[config.mk]
export PLATFORM = sky130hd
export DESIGN_NAME = ocp_output_compare
export DESIGN_NICKNAME = d
export VERILOG_FILES = /design/src/ocp_pkg.sv /design/src/ocp_output_compare.sv
export VERILOG_INCLUDE_DIRS = /design/src
export SDC_FILE = /design/constraint.sdc
export NUM_CORES = 1
export LEC_CHECK = 0
export ABC_AREA = 1
export BUFFER_PORTS_ARGS = -buffer_cell sky130_fd_sc_hd__buf_2
export CAP_MARGIN = 20
export CORE_MARGIN = 3
export CORE_UTILIZATION = 53
export DETAILED_ROUTE_END_ITERATION = 6
export GPL_TIMING_DRIVEN = 0
export PLACE_DENSITY = 0.94
export REMOVE_ABC_BUFFERS = 1
export SYNTH_ARGS = -nofsm -noshare
export SYNTH_HDL_FRONTEND = slang
export SYNTH_SLANG_ARGS = --single-unit
[constraint.sdc]
create_clock -name clk -period 2.2 [get_ports clk]
set_clock_uncertainty 0.1 [all_clocks]
set_input_delay 0.33 -clock clk [delete_from_list [all_inputs] [get_ports clk]]
set_output_delay 0.33 -clock clk [all_outputs]
set_load 0.01 [all_outputs]
[src/ocp_consts.svh]
`ifndef OCP_CONSTS_SVH
`define OCP_CONSTS_SVH

// register byte offsets
`define OCP_OFF_CTRL 8'h00
`define OCP_OFF_PRI 8'h04
`define OCP_OFF_SEC 8'h08
`define OCP_OFF_STAT 8'h0C

// compare_control fields
`define OCP_CTRL_MODE_MSB 2
`define OCP_CTRL_MODE_LSB 0
`define OCP_CTRL_TSEL_BIT 3
`define OCP_CTRL_FAULT_BIT 4

// status fields
`define OCP_STAT_FLAG_BIT 0
`define OCP_STAT_IEN_BIT 1
`define OCP_STAT_PIN_BIT 2

// compare_mode_select encodings
`define OCP_MODE_OFF 3'h0
`define OCP_MODE_SINGLE 3'h4
`define OCP_MODE_CONT 3'h5
`define OCP_MODE_PWM 3'h6
`define OCP_MODE_PWM_FAULT 3'h7

// reset values
`define OCP_CMP_RESET 16'h0000
`define OCP_MODE_RESET 3'h0
`define OCP_WORD_RESET 32'h0000_0000
`define OCP_COUNT_ZERO 16'h0000

`endif

[src/ocp_pkg.sv]
package ocp_pkg;

    typedef enum logic [1:0] {
        ocp_st_idle,
        ocp_st_rise,
        ocp_st_fall,
        ocp_st_done
    } ocp_pulse_state_t;

    typedef struct packed {
        logic [15:0] count;
        logic [15:0] period;
        logic tick;
    } ocp_timer_t;

    typedef struct packed {
        logic pin;
        ocp_pulse_state_t pstate;
        logic [2:0] mode;
        logic tsel;
        logic fault;
        logic [15:0] primary;
        logic [15:0] secondary;
        logic irq_flag;
        logic irq_en;
        logic [31:0] rdata;
        logic slverr;
    } ocp_state_t;

endpackage

[src/ocp_output_compare.sv]
// Function
// - single-pulse mode write forces pin low, arms
// - primary match drives pin high in pulse modes
// - single-pulse secondary match drops pin, no more pulses
// - secondary match sets flag in pulse modes; request needs enable
// - rewriting single-pulse mode re-arms without timer reset
// - continuous mode: low first, pulse every cycle
// - count equal period wraps to zero, repeats
// - continuous mode flags the secondary match that ends each pulse
// - pwm period comes from selected timer period
// - secondary copies into primary on period match
// - primary read-only while in pwm modes
// - primary at enable is first duty only if no period match precedes the first zero
// - two pwm modes; fault mode uses interrupt
// - period value n gives n plus one counts
// - duty zero low, above period high
// - fault sets status flag, cleared by hardware at period start or by any control write
// - source select high picks third timer
`include "ocp_consts.svh"
`timescale 1ns/1ps
`default_nettype none

module ocp_output_compare (
    input wire logic clk,
    input wire logic nrst,
    input wire logic ce,
    input wire logic [7:0] paddr,
    input wire logic psel,
    input wire logic penable,
    input wire logic pwrite,
    input wire logic [31:0] pwdata,
    output logic [31:0] prdata,
    output logic pready,
    output logic pslverr,
    input wire ocp_pkg::ocp_timer_t timer2_bus,
    input wire ocp_pkg::ocp_timer_t timer3_bus,
    input wire logic fault_n,
    output logic compare_output_pin,
    output logic compare_irq_flag,
    output logic compare_irq_request,
    output logic fault_status_flag
);

    ocp_pkg::ocp_state_t state_reg;
    ocp_pkg::ocp_state_t state_next;
    ocp_pkg::ocp_timer_t tb;
    logic zero_hit;
    logic period_hit;
    logic pri_hit;
    logic sec_hit;
    logic apb_setup;
    logic apb_write;
    logic [31:0] rd_word;
    logic rd_err;

    function automatic logic addr_is(
        input logic [7:0] a,
        input logic [7:0] off
    );
        addr_is = (a == off);
    endfunction

    function automatic logic mode_is_pwm(input logic [2:0] m);
        mode_is_pwm = (m == `OCP_MODE_PWM) || (m == `OCP_MODE_PWM_FAULT);
    endfunction

    function automatic logic mode_is_pulse(input logic [2:0] m);
        mode_is_pulse = (m == `OCP_MODE_SINGLE) || (m == `OCP_MODE_CONT);
    endfunction

    // time base select and compare strobes
    always_comb begin
        if (state_reg.tsel) begin
            tb = timer3_bus;
        end else begin
            tb = timer2_bus;
        end
        // only judged on an increment, so a stale count never rematches
        pri_hit = tb.tick && (tb.count == state_reg.primary);
        sec_hit = tb.tick && (tb.count == state_reg.secondary);
        zero_hit = tb.tick && (tb.count == `OCP_COUNT_ZERO);
        period_hit = tb.tick && (tb.count == tb.period);
    end

    // apb read mux, sampled in the setup cycle
    always_comb begin
        rd_word = `OCP_WORD_RESET;
        rd_err = 1'b0;
        if (addr_is(paddr, `OCP_OFF_CTRL)) begin
            rd_word[`OCP_CTRL_MODE_MSB:`OCP_CTRL_MODE_LSB] = state_reg.mode;
            rd_word[`OCP_CTRL_TSEL_BIT] = state_reg.tsel;
            rd_word[`OCP_CTRL_FAULT_BIT] = state_reg.fault;
        end else if (addr_is(paddr, `OCP_OFF_PRI)) begin
            rd_word[15:0] = state_reg.primary;
        end else if (addr_is(paddr, `OCP_OFF_SEC)) begin
            rd_word[15:0] = state_reg.secondary;
        end else if (addr_is(paddr, `OCP_OFF_STAT)) begin
            rd_word[`OCP_STAT_FLAG_BIT] = state_reg.irq_flag;
            rd_word[`OCP_STAT_IEN_BIT] = state_reg.irq_en;
            rd_word[`OCP_STAT_PIN_BIT] = state_reg.pin;
        end else begin
            rd_err = 1'b1;
        end
    end

    assign apb_setup = psel && !penable;
    assign apb_write = psel && penable && pwrite && ce;

    always_comb begin
        state_next = state_reg;
        if (apb_setup) begin
            state_next.rdata = rd_word;
            state_next.slverr = rd_err;
        end
        if (apb_write && addr_is(paddr, `OCP_OFF_PRI)) begin
            // active duty register is locked while pwm runs
            if (!mode_is_pwm(state_reg.mode)) begin
                state_next.primary = pwdata[15:0];
            end
        end
        if (apb_write && addr_is(paddr, `OCP_OFF_SEC)) begin
            state_next.secondary = pwdata[15:0];
        end
        if (apb_write && addr_is(paddr, `OCP_OFF_STAT)) begin
            state_next.irq_en = pwdata[`OCP_STAT_IEN_BIT];
            if (pwdata[`OCP_STAT_FLAG_BIT]) begin
                state_next.irq_flag = 1'b0;
            end
        end
        if (apb_write && addr_is(paddr, `OCP_OFF_CTRL)) begin
            state_next.mode = pwdata[`OCP_CTRL_MODE_MSB:`OCP_CTRL_MODE_LSB];
            state_next.tsel = pwdata[`OCP_CTRL_TSEL_BIT];
            // any control write restarts the output from low
            state_next.pin = 1'b0;
            state_next.fault = 1'b0;
            if (mode_is_pulse(pwdata[2:0])) begin
                // timer keeps running; no stop or clear needed
                state_next.pstate = ocp_pkg::ocp_st_rise;
            end else begin
                state_next.pstate = ocp_pkg::ocp_st_idle;
            end
        end else begin
            case (state_reg.mode)
                `OCP_MODE_SINGLE, `OCP_MODE_CONT: begin
                    case (state_reg.pstate)
                        ocp_pkg::ocp_st_rise: begin
                            if (pri_hit) begin
                                state_next.pin = 1'b1;
                                state_next.pstate = ocp_pkg::ocp_st_fall;
                            end
                        end
                        ocp_pkg::ocp_st_fall: begin
                            if (sec_hit) begin
                                state_next.pin = 1'b0;
                                state_next.irq_flag = 1'b1;
                                if (state_reg.mode == `OCP_MODE_SINGLE) begin
                                    state_next.pstate = ocp_pkg::ocp_st_done;
                                end else begin
                                    state_next.pstate = ocp_pkg::ocp_st_rise;
                                end
                            end
                        end
                        ocp_pkg::ocp_st_done: begin
                            state_next.pin = 1'b0;
                        end
                        default: begin
                            state_next.pin = 1'b0;
                        end
                    endcase
                end
                `OCP_MODE_PWM, `OCP_MODE_PWM_FAULT: begin
                    // period end latches the buffered duty for next cycle
                    if (period_hit) begin
                        state_next.primary = state_reg.secondary;
                    end
                    // cycle starts at zero after wrap: n plus one counts
                    if (zero_hit) begin
                        state_next.pin = (state_reg.primary != `OCP_CMP_RESET);
                    end
                    // duty above period never matches, pin stays high
                    if (pri_hit) begin
                        state_next.pin = 1'b0;
                    end
                    if (state_reg.mode == `OCP_MODE_PWM_FAULT) begin
                        if (!fault_n) begin
                            state_next.fault = 1'b1;
                            state_next.pin = 1'b0;
                            state_next.irq_flag = 1'b1;
                        end else if (state_reg.fault) begin
                            // hardware clear at next period start (a control write also clears)
                            state_next.pin = 1'b0;
                            if (zero_hit) begin
                                state_next.fault = 1'b0;
                                state_next.pin = (state_reg.primary != `OCP_CMP_RESET);
                            end
                        end
                    end
                end
                default: begin
                    state_next.pin = 1'b0;
                    state_next.pstate = ocp_pkg::ocp_st_idle;
                end
            endcase
        end
    end

    always_ff @(posedge clk or negedge nrst) begin
        if (!nrst) begin
            state_reg.pin <= 1'b0;
            state_reg.pstate <= ocp_pkg::ocp_st_idle;
            state_reg.mode <= `OCP_MODE_RESET;
            state_reg.tsel <= 1'b0;
            state_reg.fault <= 1'b0;
            state_reg.primary <= `OCP_CMP_RESET;
            state_reg.secondary <= `OCP_CMP_RESET;
            state_reg.irq_flag <= 1'b0;
            state_reg.irq_en <= 1'b0;
            state_reg.rdata <= `OCP_WORD_RESET;
            state_reg.slverr <= 1'b0;
        end else if (ce) begin
            state_reg <= state_next;
        end
    end

    // access phase completes at once unless the block is frozen
    assign pready = ce;
    assign prdata = state_reg.rdata;
    assign pslverr = state_reg.slverr;
    assign compare_output_pin = state_reg.pin;
    assign compare_irq_flag = state_reg.irq_flag;
    assign compare_irq_request = state_reg.irq_flag && state_reg.irq_en;
    assign fault_status_flag = state_reg.fault;

endmodule

`default_nettype wire

==> summary.md, run 1 <==
| Metric | Value |
|---|---|
| Worst-case hold slack | `153.7 ps` |
| Sequential fraction of design power | `0.411` |
| Power spent charging and discharging nets | `0.0009329 W` |
| Per-cell via count in the routed design | `5.652` |
| Max FFs per register | `39` |
| Share of post-route cells with drive strength above 1 | `0.2595` |
| Synth Instances | `775` |
| Cell type contributing the most total cell area after synthesis | `sky130_fd_sc_hd__dfrtp_1` |
| Worst-path cell chain | `buf_8, inv_12, buf_12, buf_6, nand2_4, nand2_4, xnor2_2, nand4_1, nor2_4, buf_12, nand3_4, nand2_2, nand3_2, nand2_1` |
| Maximum level of the CTS H-tree | `3` |
| Root Buffer Master | `sky130_fd_sc_hd__clkbuf_8` |
| Number of I/O pins | `151` |
| Setup violations, final | `19` |
| Fill cell count | `732` |
| Placed wire-length estimate | `10120 um` |
| Flip-flop cell with the highest count after synthesis | `sky130_fd_sc_hd__dfrtp_1` |
| Biggest area contributors in the synthesized netlist | `sky130_fd_sc_hd__dfrtp_1 31%, sky130_fd_sc_hd__nand2_1 23%, sky130_fd_sc_hd__inv_1 6.3%` |
| Result of the run | `finished with violations` |
| Slowest stage cell, crit path | `sky130_fd_sc_hd__dfrtp_4` |
| FF-to-FF setup slack | `-140 ps` |
| Wire length after detailed routing | `16120 um` |
| Maximum buffer depth of the clock tree | `2` |
| Max-slew violation count | `0` |
| DRC | `4` |
| Total iterations of the first detailed-routing run | `7` |
| Total number of placement rows | `34` |
| Cts bufs inserted | `9` |
| Top-area cell type share of the netlist area | `0.3056` |
| Hold violation total from the final report | `0` |
| Worst setup EP type | `flop` |
| Register area | `1480 um2` |
| Buffers & Inverters on Critical Path | `5` |
| Global-route congestion overflow total | `0` |
| Count of buffers from port buffering | `118` |
| Core area | `8806 um2` |
| Timing-limited maximum frequency | `0.4265 GHz` |
| Sequential cell area fraction in the yosys report | `0.3056` |
| Async set or reset register ratio after synthesis | `1.000` |
| DR iter-0 viols | `832` |
| Class of the most critical setup path | `reg2reg` |
| Sinks on the clock net | `59` |
| Detailed-route via count | `5686` |
| Clock transition at the registers of the reported paths | `80 ps` |
| Leak | `3.363 nW` |
| Critical path fanouts, max | `8` |
| Post-Synthesis Mean Instance Area | `6.233 um2` |
| Worst slew margin relative to its limit | `0.4366` |
| CP delay by family, top | `simple AND/OR/NAND/NOR gates` |
| Worst IR Drop VDD | `0.0003799 V` |
| Clk pwr share | `0.353` |
| Clock insertion delay at the later pin of the skew report | `350 ps` |
| Path class of the lowest-slack min-delay path | `in2reg` |
| Final Cycle Share | `1.066` |
| Internal power contribution | `0.001986 W` |
| Count of inserted antenna diode cells | `0` |
| Wire length of the first global-routing pass | `24140 um` |
| Instance count after placement with tap cells included | `957` |
| Ys Warns | `0` |
| PwrDens | `486.8 nW/um2` |
| Clock period minus worst slack | `2345 ps` |
| Remaining antenna violation count | `0` |
| Pin count of the biggest net entering global routing | `33` |
| Vias in the first global route | `5029` |
| Combinational group share of total power | `0.236` |
| Setup TNS | `-2169 ps` |
| Worst setup SP type | `flop` |
| Max-capacitance violation count | `0` |
| Final GP Congestion | `0.9578` |
| Total of flip-flops plus latches after synthesis | `59` |
| Initial antenna violation count | `0` |
| Wire length per cell | `16.02 um` |
| Largest stage delay, worst path | `500 ps` |
| Synth Cell Area | `4831 um2` |
| Required time at the endpoint of the critical path | `2380 ps` |
| Worst slew pin tran | `837.4 ps` |
| Setup slack of the critical path after layout | `-144.7 ps` |
| Number of unique standard cell types used by synthesis | `35` |
| Height of the die | `101.5 um` |
| Total global-route track usage | `0.2986` |
| Overall die width | `101.5 um` |
| Post-synth EDFFs | `0` |
| Arrival time of data at the critical path endpoint | `2530 ps` |
| Violations in the final reports | `DRC, setup timing` |
| Sw frac | `0.3196` |
| Area delta synth->final | `24.11%` |
| Final cell count without fillers | `1006` |
| Final-stage net count | `1007` |
| Area of the multi-input gates | `2869 um2` |
| CTS tree | `done` |
| Starting utilization of the core area | `0.5486` |
| Total die area | `10300 um2` |
| RSZ-0062 raised after global routing | `yes` |
==> synth_stat cells, types with 3 or more instances <==
cell and count:
sky130_fd_sc_hd__a21oi_1 22, sky130_fd_sc_hd__buf_2 6, sky130_fd_sc_hd__buf_4 37, sky130_fd_sc_hd__buf_6 4, sky130_fd_sc_hd__clkbuf_1 12, sky130_fd_sc_hd__dfrtp_1 59, sky130_fd_sc_hd__inv_1 81, sky130_fd_sc_hd__nand2_1 297
sky130_fd_sc_hd__nand2_2 11, sky130_fd_sc_hd__nand3_1 51, sky130_fd_sc_hd__nand4_1 28, sky130_fd_sc_hd__nor2_1 61, sky130_fd_sc_hd__nor2_4 3, sky130_fd_sc_hd__nor3_1 8, sky130_fd_sc_hd__o21ai_0 44, sky130_fd_sc_hd__o22ai_1 12
sky130_fd_sc_hd__or2_1 3, sky130_fd_sc_hd__xnor2_1 7, sky130_fd_sc_hd__xor2_1 9
==> layout by cell type, fill, tap and decap left out, drive strengths merged <==
cell type / synthesis / layout
o22ai: 12 / 12
buf: 49 / 149
dlygate4sd3: 0 / 1
clkinv: 0 / 1
o211ai: 2 / 2
a211oi: 1 / 1
clkinvlp: 0 / 4
o31ai: 1 / 1
nand3b: 2 / 2
a21oi: 22 / 22
xor2: 9 / 9
nor4: 1 / 1
nor3: 8 / 8
mux2i: 1 / 1
bufinv: 0 / 1
dfrtp: 59 / 59
a221oi: 2 / 2
inv: 82 / 82
o32ai: 1 / 1
nand4: 28 / 28
nand2: 308 / 308
o21ai: 46 / 46
conb: 1 / 16
xnor2: 7 / 7
clkbuf: 12 / 12
or2: 5 / 5
nor2: 64 / 64
nand3: 52 / 53
==> layer usage <==
metal / track usage / part of all wire
met1: 0.4037 / 0.38
met2: 0.4562 / 0.44
met3: 0.07438 / 0.14
met4: 0.1258 / 0.038
met5: 0 / 0
==> final timing paths <==
path	end	from	cells after the start
worst min register to register	prdata[14]	prdata[14]	2
min in group asynchronous	state_reg[65]	nrst	2
worst max-delay path	state_reg[56]	state_reg[68]	14
worst min-delay path	state_reg[48]	pwdata[13]	3
worst max register to register	state_reg[56]	state_reg[68]	14
max in group asynchronous	prdata[14]	nrst	3
==> cells by family (layout without fill, tap and decap cells) <==
logic type      after synthesis  count (layout)  share of synthesized area
mux                           1               1                   0.002072
simple gates                468             469                     0.4113
other cells                   1              16                  0.0007763
flops                        59              59                     0.3056
buf+inv                     143             250                     0.1510
xor+xnor                     16              16                    0.02901
compound gates               87              87                     0.1002
==> worst reg2reg max path: stages, from the launching register on <==
cell,delay (ps)
sky130_fd_sc_hd__dfrtp_4,500
sky130_fd_sc_hd__buf_8,160
sky130_fd_sc_hd__inv_12,80
sky130_fd_sc_hd__buf_12,130
sky130_fd_sc_hd__buf_6,100
sky130_fd_sc_hd__nand2_4,50
sky130_fd_sc_hd__nand2_4,90
sky130_fd_sc_hd__xnor2_2,120
sky130_fd_sc_hd__nand4_1,160
sky130_fd_sc_hd__nor2_4,200
sky130_fd_sc_hd__buf_12,130
sky130_fd_sc_hd__nand3_4,160
sky130_fd_sc_hd__nand2_2,130
sky130_fd_sc_hd__nand3_2,60
sky130_fd_sc_hd__nand2_1,100
==> cell type report <==
cell class	instances	area share
clock buffer	11	0.02525
timing repair inverter	2	0.002713
sequential	59	0.2469
inverter	82	0.05405
clock inverter	4	0.008347
tap	108	0.02254
timing repair buffer	151	0.1617
multi-input combinational	589	0.4785
==> power by group through the flow <==
stage / combinational, W / clock (W) / sequential, W
floorplan: 0.000374 / 0 / 0.00120
global placement: 0.000578 / 0 / 0.00121
detailed placement: 0.000596 / 0 / 0.00122
CTS: 0.000630 / 0.00104 / 0.00120
global route: 0.000766 / 0.00108 / 0.00120
finish: 0.000689 / 0.00103 / 0.00120
==> per-stage QoR <==
step                      power (W)    util  instance area [um2]  setup WS (ps)
after floorplan            0.001579       -                 4471         -544.1
after global routing       0.003052  0.6809                 5996         -233.6
final                      0.002919  0.6809                 5996         -144.7
after detailed placement   0.001813  0.5934                 5225         -958.9
after CTS                  0.002862  0.6520                 5742         -13.65
after global placement     0.001791  0.5901                 5196          -1520
==> what timing repair did <==
action	CTS	global route
buffers inserted	18	10
gates resized for setup	30	48
pin swaps	5	19
cloned	4	1
hold buffers	1	0
hold endpoints to repair	29	0
endpoints found under the setup margin	40	24
No activity file was read; power rests on OpenSTA's default activity.
==> run 2, diff against run 1 <==
--- a/config.mk
+++ b/config.mk
@@ -9,7 +9,7 @@
 export ABC_AREA = 1
 export BUFFER_PORTS_ARGS = -buffer_cell sky130_fd_sc_hd__buf_2
 export CAP_MARGIN = 20
-export CORE_MARGIN = 3
+export CORE_MARGIN = 1.5
 export CORE_UTILIZATION = 53
 export DETAILED_ROUTE_END_ITERATION = 6
 export GPL_TIMING_DRIVEN = 0
==> summary.md, run 2 (synthesis results as in run 1) <==
| Metric | Value |
|---|---|
| Initial antenna violation count | `0 (unchanged)` |
| Worst IR Drop VDD | `0.0003673 V (was 0.0003799 V)` |
| Total number of placement rows | `34 (unchanged)` |
| Required time at the endpoint of the critical path | `2390 ps (was 2380 ps)` |
| Cts bufs inserted | `9 (unchanged)` |
| Slowest stage cell, crit path | `sky130_fd_sc_hd__dfrtp_4 (unchanged)` |
| RSZ-0062 raised after global routing | `yes (unchanged)` |
| Commonest cells after routing, fill and taps aside | `264 x sky130_fd_sc_hd__nand2_1, 117 x sky130_fd_sc_hd__buf_2, 79 x sky130_fd_sc_hd__inv_1, 58 x sky130_fd_sc_hd__dfrtp_1, 47 x sky130_fd_sc_hd__nand3_1 (was 273 x sky130_fd_sc_hd__nand2_1, 118 x sky130_fd_sc_hd__buf_2, 77 x sky130_fd_sc_hd__inv_1, 58 x sky130_fd_sc_hd__dfrtp_1, 53 x sky130_fd_sc_hd__nor2_1)` |
| Post-layout util | `0.7042 (was 0.6809)` |
| Maximum level of the CTS H-tree | `3 (unchanged)` |
| Overall die width | `98.47 um (was 101.5 um)` |
| Placed wire-length estimate | `9941 um (was 10120 um)` |
| Worst-path cell chain | `buf_12, buf_12, inv_8, buf_6, o21ai_2, xnor2_1, nor2_1, nand2_1, nor2_4, nand3_4, nand2_1, nand3_1, nand2_1 (was buf_8, inv_12, buf_12, buf_6, nand2_4, nand2_4, xnor2_2, nand4_1, nor2_4, buf_12, nand3_4, nand2_2, nand3_2, nand2_1)` |
| CTS tree | `done (unchanged)` |
| Area delta synth->final | `27.74% (was 24.11%)` |
| Wire length per cell | `16.93 um (was 16.02 um)` |
| Result of the run | `finished with violations (unchanged)` |
| Pin count of the biggest net entering global routing | `33 (unchanged)` |
| Destination of the worst register-to-register timing path | `state_reg[56] (unchanged)` |
| DR iter-0 viols | `907 (was 832)` |
| Leak | `3.439 nW (was 3.363 nW)` |
| Count of inserted antenna diode cells | `0 (unchanged)` |
| Max-slew violation count | `0 (unchanged)` |
| Share of post-route cells with drive strength above 1 | `0.2825 (was 0.2595)` |
| Violations in the final reports | `DRC, setup timing (unchanged)` |
| Total stage count of the critical path | `13 (was 14)` |
| Number of I/O pins | `151 (unchanged)` |
| Wire length after detailed routing | `17050 um (was 16120 um)` |
| Worst setup SP type | `flop (unchanged)` |
| Setup violations, final | `19 (unchanged)` |
| Count of buffers from port buffering | `118 (unchanged)` |
| FF-to-FF setup slack | `-160 ps (was -140 ps)` |
| Worst Reg-to-Reg Cells | `13 (was 14)` |
| Maximum buffer depth of the clock tree | `2 (unchanged)` |
| Setup TNS | `-2064 ps (was -2169 ps)` |
| Sinks on the clock net | `59 (unchanged)` |
| Pre-CTS setup slack | `-957.5 ps (was -958.9 ps)` |
| Global-route congestion overflow total | `0 (unchanged)` |
| Max FFs per register | `39 (unchanged)` |
| Timing-limited maximum frequency | `0.4236 GHz (was 0.4265 GHz)` |
| Total die area | `9696 um2 (was 10300 um2)` |
| Worst slew margin relative to its limit | `0.5419 (was 0.4366)` |
| Crit path from | `state_reg[68] (unchanged)` |
| Max-capacitance violation count | `0 (unchanged)` |
| Critical path capture point | `state_reg[56] (unchanged)` |
| Path class of the lowest-slack min-delay path | `in2reg (unchanged)` |
| Total iterations of the first detailed-routing run | `7 (unchanged)` |
| Setup slack of the critical path after layout | `-160.7 ps (was -144.7 ps)` |
| Buffers & Inverters on Critical Path | `4 (was 5)` |
| Fill cell count | `664 (was 732)` |
| Root Buffer Master | `sky130_fd_sc_hd__clkbuf_8 (unchanged)` |
| Core area | `8763 um2 (was 8806 um2)` |
| Source of the worst register-to-register timing path | `state_reg[68] (unchanged)` |
| Class of the most critical setup path | `reg2reg (unchanged)` |
| Critical path fanouts, max | `8 (unchanged)` |
| Register area | `1480 um2 (unchanged)` |
| Hold violation total from the final report | `0 (unchanged)` |
| Final GP Congestion | `0.9274 (was 0.9578)` |
| CP delay by family, top | `simple AND/OR/NAND/NOR gates (unchanged)` |
| Arrival time of data at the critical path endpoint | `2550 ps (was 2530 ps)` |
| Vias in the first global route | `5300 (was 5029)` |
| Starting utilization of the core area | `0.5513 (was 0.5486)` |
| Worst setup EP type | `flop (unchanged)` |
| Clock insertion delay at the later pin of the skew report | `360 ps (was 350 ps)` |
| Remaining antenna violation count | `0 (unchanged)` |
| Wire length of the first global-routing pass | `25540 um (was 24140 um)` |
| Per-cell via count in the routed design | `5.858 (was 5.652)` |
| Clock transition at the registers of the reported paths | `70 ps (was 80 ps)` |
| PwrDens | `530.4 nW/um2 (was 486.8 nW/um2)` |
| Clock period minus worst slack | `2361 ps (was 2345 ps)` |
| Largest stage delay, worst path | `530 ps (was 500 ps)` |
| DRC | `1 (was 4)` |
| Height of the die | `98.47 um (was 101.5 um)` |
| Most common library cell in the layout ignoring fill and taps | `sky130_fd_sc_hd__nand2_1 (unchanged)` |
| Detailed-route via count | `5899 (was 5686)` |
| Final-stage net count | `1008 (was 1007)` |
| Area of the multi-input gates | `2989 um2 (was 2869 um2)` |
| Total global-route track usage | `0.3337 (was 0.2986)` |
| Worst slew pin tran | `687.1 ps (was 837.4 ps)` |
| Final Cycle Share | `1.073 (was 1.066)` |
| Most frequent cell on the critical path | `sky130_fd_sc_hd__nand2_1` |
[run 2: cell types whose count changed in the layout (fill, tap and decap cells not counted), moves of 3 or more]
cell,previous run,this run
sky130_fd_sc_hd__buf_4,16,13
sky130_fd_sc_hd__nand2_4,7,14
sky130_fd_sc_hd__buf_6,7,12
sky130_fd_sc_hd__nor2_1,53,45
sky130_fd_sc_hd__bufinv_16,1,4
sky130_fd_sc_hd__nor2_4,3,7
sky130_fd_sc_hd__o21ai_0,43,40
sky130_fd_sc_hd__nor2_2,8,12
sky130_fd_sc_hd__nand2_1,273,264
[run 2: where the power goes]
part	total, W	internal (W)	switching, W	leakage (nW)
Combinational	0.000722	0.000269	0.000453	2.57
Clock	0.00135	0.000890	0.000462	0.132
Sequential	0.00120	0.00114	0.0000559	0.740
[run 2: final cells by class]
cell class                      instances  share of cell area
Clock buffer                           10             0.02230
Multi-Input combinational cell        589              0.4844
Clock inverter                          5             0.02028
Timing Repair Buffer                  149              0.1509
Sequential cell                        59              0.2399
Inverter                               82             0.05312
Timing Repair inverter                  5            0.007299
Tap cell                              108             0.02190
[run 2: worst min-delay path by stage]
stage,startpoint,to,slack (ps),cells after the start
final,pwdata[10],state_reg[45],140,3
after global routing,pwdata[12],state_reg[47],150,3
after CTS,pwdata[12],state_reg[47],150,3
after detailed placement,nrst,prdata[13],310,1
after global placement,state_reg[60],state_reg[60],360,2
after floorplan,nrst,compare_irq_flag,-70,0
[run 2: timing repair]
item / 4_1_cts / 5_1_grt
setup buffers: 21 / 5
setup endpoints to repair: 54 / 40
pin swaps: 25 / 30
gates cloned: 8 / 0
hold buffers: 1 / 0
gates resized for setup: 63 / 55
endpoints found under the hold margin: 29 / 0
[run 2: layer usage]
| metal | routed length [um] | track usage | vias up | part of all wire |
|---|---|---|---|---|
| met5 | 0 | 0 | - | 0 |
| met4 | 1011 | 0.1571 | 0 | 0.059 |
| met3 | 2474 | 0.1014 | 137 | 0.15 |
| met2 | 7533 | 0.5126 | 546 | 0.44 |
| met1 | 6033 | 0.4327 | 2554 | 0.35 |
| li1 | - | - | 2662 | - |
[run 2: worst register-to-register path, delay by kind of cell, from the launching register on]
family | cells | cell delay, ps
xor gates and xnor gates | 1 | 120
AOI/OAI and AO/OA | 1 | 40
buffers and inverters | 4 | 470
DFF | 1 | 530
and+or+nand+nor | 7 | 1040
[run 2: stage by stage]
step / hold WS (ps) / instances / power, W / instance area [um2]
3_3_place_gp: 361.1 / 955 / 0.001792 / 5196
4_1_cts: 147.8 / 1002 / 0.003191 / 5948
3_5_place_dp: 312.6 / 957 / 0.001815 / 5225
5_1_grt: 151.7 / 1007 / 0.003394 / 6171
6_report: 143.8 / 1007 / 0.003273 / 6171
2_1_floorplan: -65.59 / 729 / 0.001579 / 4471
==> run 3, diff against run 2 <==
--- a/config.mk
+++ b/config.mk
@@ -6,15 +6,15 @@
 export SDC_FILE = /design/constraint.sdc
 export NUM_CORES = 1
 export LEC_CHECK = 0
-export ABC_AREA = 1
 export BUFFER_PORTS_ARGS = -buffer_cell sky130_fd_sc_hd__buf_2
 export CAP_MARGIN = 20
 export CORE_MARGIN = 1.5
-export CORE_UTILIZATION = 53
+export CORE_UTILIZATION = 50
 export DETAILED_ROUTE_END_ITERATION = 6
 export GPL_TIMING_DRIVEN = 0
-export PLACE_DENSITY = 0.94
+export PLACE_DENSITY = 0.93
 export REMOVE_ABC_BUFFERS = 1
+export SLEW_MARGIN = 20
 export SYNTH_ARGS = -nofsm -noshare
 export SYNTH_HDL_FRONTEND = slang
 export SYNTH_SLANG_ARGS = --single-unit
==> summary.md, run 3 <==
| Metric | Value |
|---|---|
| Buffers & Inverters on Critical Path | `2 (was 4)` |
| Total of flip-flops plus latches after synthesis | `59 (unchanged)` |
| Initial antenna violation count | `1 (was 0)` |
| Per-cell via count in the routed design | `6.100 (was 5.858)` |
| Detailed-route via count | `3959 (was 5899)` |
| Core area | `7848 um2 (was 8763 um2)` |
| Clock period minus worst slack | `2513 ps (was 2361 ps)` |
| Count of buffers from port buffering | `118 (unchanged)` |
| Most common library cell in the layout ignoring fill and taps | `sky130_fd_sc_hd__buf_2 (was sky130_fd_sc_hd__nand2_1)` |
| Pin count of the biggest net entering global routing | `60 (was 33)` |
| Cell type contributing the most total cell area after synthesis | `sky130_fd_sc_hd__dfrtp_1 (unchanged)` |
| Flip-flop cell with the highest count after synthesis | `sky130_fd_sc_hd__dfrtp_1 (unchanged)` |
| Result of the run | `finished with violations (unchanged)` |
| Maximum level of the CTS H-tree | `3 (unchanged)` |
| Simple-gate share of the synthesized area | `0.1439 (was 0.4113)` |
| Maximum buffer depth of the clock tree | `2 (unchanged)` |
| Setup TNS | `-5071 ps (was -2064 ps)` |
| Timing-limited maximum frequency | `0.3979 GHz (was 0.4236 GHz)` |
| Number of unique standard cell types used by synthesis | `52 (was 35)` |
| Async set or reset register ratio after synthesis | `1.000 (unchanged)` |
| Cts bufs inserted | `9 (unchanged)` |
| Wire length after detailed routing | `12460 um (was 17050 um)` |
| Max-slew violation count | `0 (unchanged)` |
| Compound-gate portion of the synthesized area | `0.1581 (was 0.1002)` |
| Worst IR Drop VDD | `0.0002777 V (was 0.0003673 V)` |
| DR iter-0 viols | `440 (was 907)` |
| Leak | `2.320 nW (was 3.439 nW)` |
| Worst slew margin relative to its limit | `0.4273 (was 0.5419)` |
| Largest stage delay, worst path | `530 ps (about the same)` |
| Ys Warns | `0 (unchanged)` |
| Post-synth EDFFs | `0 (unchanged)` |
| Worst setup SP type | `flop (unchanged)` |
| Instance count after placement with tap cells included | `616 (was 957)` |
| Violations in the final reports | `setup timing (was DRC, setup timing)` |
| Sequential cell area fraction in the yosys report | `0.3574 (was 0.3056)` |
| Final-stage net count | `654 (was 1008)` |
| Arrival time of data at the critical path endpoint | `2660 ps (was 2550 ps)` |
| Class of the most critical setup path | `reg2reg (unchanged)` |
| Area delta synth->final | `24.56% (was 27.74%)` |
| Final cell count without fillers | `649 (was 1007)` |
| Top-area cell type share of the netlist area | `0.3574 (was 0.3056)` |
| Path class of the lowest-slack min-delay path | `in2reg (unchanged)` |
| CP delay by family, top | `compound AO/OA/AOI/OAI gates (was simple AND/OR/NAND/NOR gates)` |
| Synth Instances | `434 (was 775)` |
| Most used standard cell by instance count after synthesis | `sky130_fd_sc_hd__dfrtp_1 (was sky130_fd_sc_hd__nand2_1)` |
| Hold Crit Depth | `2 (was 3)` |
| Worst-path cell chain | `buf_6, a2111o_1, a221oi_4, o2111ai_4, a21boi_4, buf_12, nor2_1, a21oi_1 (was buf_12, buf_12, inv_8, buf_6, o21ai_2, xnor2_1, nor2_1, nand2_1, nor2_4, nand3_4, nand2_1, nand3_1, nand2_1)` |
| Worst Reg-to-Reg Cells | `8 (was 13)` |
| Slowest stage cell, crit path | `sky130_fd_sc_hd__dfrtp_4 (unchanged)` |
| Biggest area contributors in the synthesized netlist | `sky130_fd_sc_hd__dfrtp_1 36%, sky130_fd_sc_hd__xnor2_1 8.9%, sky130_fd_sc_hd__buf_4 6.5% (was sky130_fd_sc_hd__dfrtp_1 31%, sky130_fd_sc_hd__nand2_1 23%, sky130_fd_sc_hd__inv_1 6.3%)` |
| Source of the worst register-to-register timing path | `state_reg[68] (unchanged)` |
| Total global-route track usage | `0.2897 (was 0.3337)` |
| Cell area after layout | `5146 um2 (was 6171 um2)` |
| Remaining antenna violation count | `0 (unchanged)` |
| Setup slack of the critical path after layout | `-313.4 ps (was -160.7 ps)` |
| Total number of placement rows | `32 (was 34)` |
| Commonest cells after routing, fill and taps aside | `116 x sky130_fd_sc_hd__buf_2, 58 x sky130_fd_sc_hd__dfrtp_1, 41 x sky130_fd_sc_hd__xnor2_1, 35 x sky130_fd_sc_hd__nand2_1, 26 x sky130_fd_sc_hd__nor2_1 (was 264 x sky130_fd_sc_hd__nand2_1, 117 x sky130_fd_sc_hd__buf_2, 79 x sky130_fd_sc_hd__inv_1, 58 x sky130_fd_sc_hd__dfrtp_1, 47 x sky130_fd_sc_hd__nand3_1)` |
| Post-synthesis mux area share | `0.1224 (was 0.002072)` |
| Total iterations of the first detailed-routing run | `5 (was 7)` |
| Worst Hold Launch | `pwdata[10] (unchanged)` |
| FF-to-FF setup slack | `-310 ps (was -160 ps)` |
| Global-route congestion overflow total | `0 (unchanged)` |
| Overall die width | `93.90 um (was 98.47 um)` |
| Final GP Congestion | `0.9650 (was 0.9274)` |
| Clock insertion delay at the later pin of the skew report | `340 ps (was 360 ps)` |
| Vias in the first global route | `3930 (was 5300)` |
| Wire length of the first global-routing pass | `19400 um (was 25540 um)` |
| Final Total Pwr | `0.002413 W (was 0.003273 W)` |
| Height of the die | `93.90 um (was 98.47 um)` |
| Sinks on the clock net | `59 (unchanged)` |
| Root Buffer Master | `sky130_fd_sc_hd__clkbuf_8 (unchanged)` |
| Destination of the worst register-to-register timing path | `state_reg[63] (was state_reg[56])` |
| Total die area | `8817 um2 (was 9696 um2)` |
| Top cells by count, synth | `59 x sky130_fd_sc_hd__dfrtp_1, 42 x sky130_fd_sc_hd__xnor2_1, 36 x sky130_fd_sc_hd__buf_4 (was 297 x sky130_fd_sc_hd__nand2_1, 81 x sky130_fd_sc_hd__inv_1, 61 x sky130_fd_sc_hd__nor2_1)` |
| Required time at the endpoint of the critical path | `2350 ps (was 2390 ps)` |
| Final Cycle Share | `1.142 (was 1.073)` |
| RSZ-0062 raised after global routing | `yes (unchanged)` |
| Hold violation total from the final report | `0 (unchanged)` |
| Fraction of the mapped netlist area in adder cells | `0 (unchanged)` |
| Setup violations, final | `21 (was 19)` |
| Post-Synthesis Mean Instance Area | `9.519 um2 (was 6.233 um2)` |
| PwrDens | `468.9 nW/um2 (was 530.4 nW/um2)` |
| Starting utilization of the core area | `0.5265 (was 0.5513)` |
| Critical path fanouts, max | `15 (was 8)` |
| Worst setup EP type | `flop (unchanged)` |
| Worst hold path endpoint | `state_reg[45] (unchanged)` |
| Wire length per cell | `19.20 um (was 16.93 um)` |
| CTS tree | `done (unchanged)` |
| Placed wire-length estimate | `8763 um (was 9941 um)` |
| Worst slew pin tran | `856.0 ps (was 687.1 ps)` |
| Number of I/O pins | `151 (unchanged)` |
| DRC | `0 (was 1)` |
| Main combinational cell family by area after synthesis | `compound AO/OA/AOI/OAI gates (was simple AND/OR/NAND/NOR gates)` |
| Fill cell count | `599 (was 664)` |
| Max FFs per register | `39 (unchanged)` |
| Post-placement cell area | `4566 um2 (was 5225 um2)` |
| Synth Cell Area | `4131 um2 (was 4831 um2)` |
| XOR/XNOR Fraction of Synth Area | `0.1272 (was 0.02901)` |
| Clock transition at the registers of the reported paths | `70 ps (about the same)` |
| Max-capacitance violation count | `0 (unchanged)` |
| Share of post-route cells with drive strength above 1 | `0.3810 (was 0.2825)` |
-- run 3: changes by cell type after synthesis, sizes merged, moves of 11 or more --
cell	before	now
a22oi	0	11
inv	82	7
mux2	0	20
mux2i	1	19
nand2	308	35
nand3	52	9
nand4	28	8
nor2	64	29
nor4	1	19
o21ai	46	20
xnor2	7	42
-- run 3: layout make-up --
cell class | count | area, um2 | area share
tap | 102 | 127.6 | 0.02480
antenna | 1 | 2.502 | 0.0004863
clock buffer | 11 | 151.4 | 0.02942
multi-input combinational | 330 | 2560 | 0.4974
sequential | 59 | 1480 | 0.2876
timing repair buffer | 134 | 770.7 | 0.1498
inverter | 7 | 26.28 | 0.005106
clock inverter | 5 | 27.53 | 0.005349
-- run 3: worst max-delay path by stage --
stage | from | endpoint | slack [ps] | cells after the start
after global placement | state_reg[68] | state_reg[65] | -1350 | 6
final | state_reg[68] | state_reg[63] | -310 | 8
after CTS | state_reg[68] | state_reg[72] | -250 | 8
after floorplan | state_reg[68] | state_reg[72] | -610 | 7
after global routing | state_reg[68] | state_reg[72] | -380 | 9
after detailed placement | state_reg[68] | state_reg[63] | -970 | 6
-- run 3: worst register-to-register path, cell delays in order, from the launching register on --
cell and delay [ps]:
sky130_fd_sc_hd__dfrtp_4 530, sky130_fd_sc_hd__buf_6 180, sky130_fd_sc_hd__a2111o_1 400, sky130_fd_sc_hd__a221oi_4 360
sky130_fd_sc_hd__o2111ai_4 250, sky130_fd_sc_hd__a21boi_4 230, sky130_fd_sc_hd__buf_12 160, sky130_fd_sc_hd__nor2_1 50
sky130_fd_sc_hd__a21oi_1 160
-- run 3: timing repair --
action / in CTS / in global routing
hold buffers: 1 / 0
hold endpoints to repair: 59 / 0
endpoints found under the setup margin: 37 / 29
gates cloned: 0 / 0
resized for setup: 28 / 15
buffers inserted: 12 / 3
pin swaps: 10 / 11
-- run 3: layer usage --
| metal | global-route usage | part of all wire | vias up |
|---|---|---|---|
| met2 | 0.4891 | 0.50 | 265 |
| met4 | 0.1331 | 0.040 | 0 |
| met5 | 0 | 0 | - |
| met3 | 0.08657 | 0.096 | 54 |
| li1 | - | - | 1737 |
| met1 | 0.3375 | 0.36 | 1903 |
-- run 3: through the flow --
stage | utilization | setup WS, ps | hold WS, ps
final | 0.6558 | -313.4 | 139.3
after global placement | 0.5810 | -1353 | 356.4
after floorplan | - | -611.2 | -65.59
after global routing | 0.6558 | -384.0 | 141.7
after detailed placement | 0.5818 | -965.4 | 334.2
after CTS | 0.6422 | -249.2 | 133.3
-- run 3: cells by family after synthesis --
family,count (synthesis)
AND/OR/NAND/NOR,120
AO/OA/AOI/OAI,92
XOR/XNOR,60
buffers and inverters,60
flip-flops,59
multiplexers,42
other,1
-- run 3: power by group --
group	total [W]	internal [W]	switching (W)
combinational	0.000400	0.000174	0.000226
sequential	0.00110	0.00109	0.0000112
clock	0.000909	0.000462	0.000447
total	0.00241	0.00173	0.000684
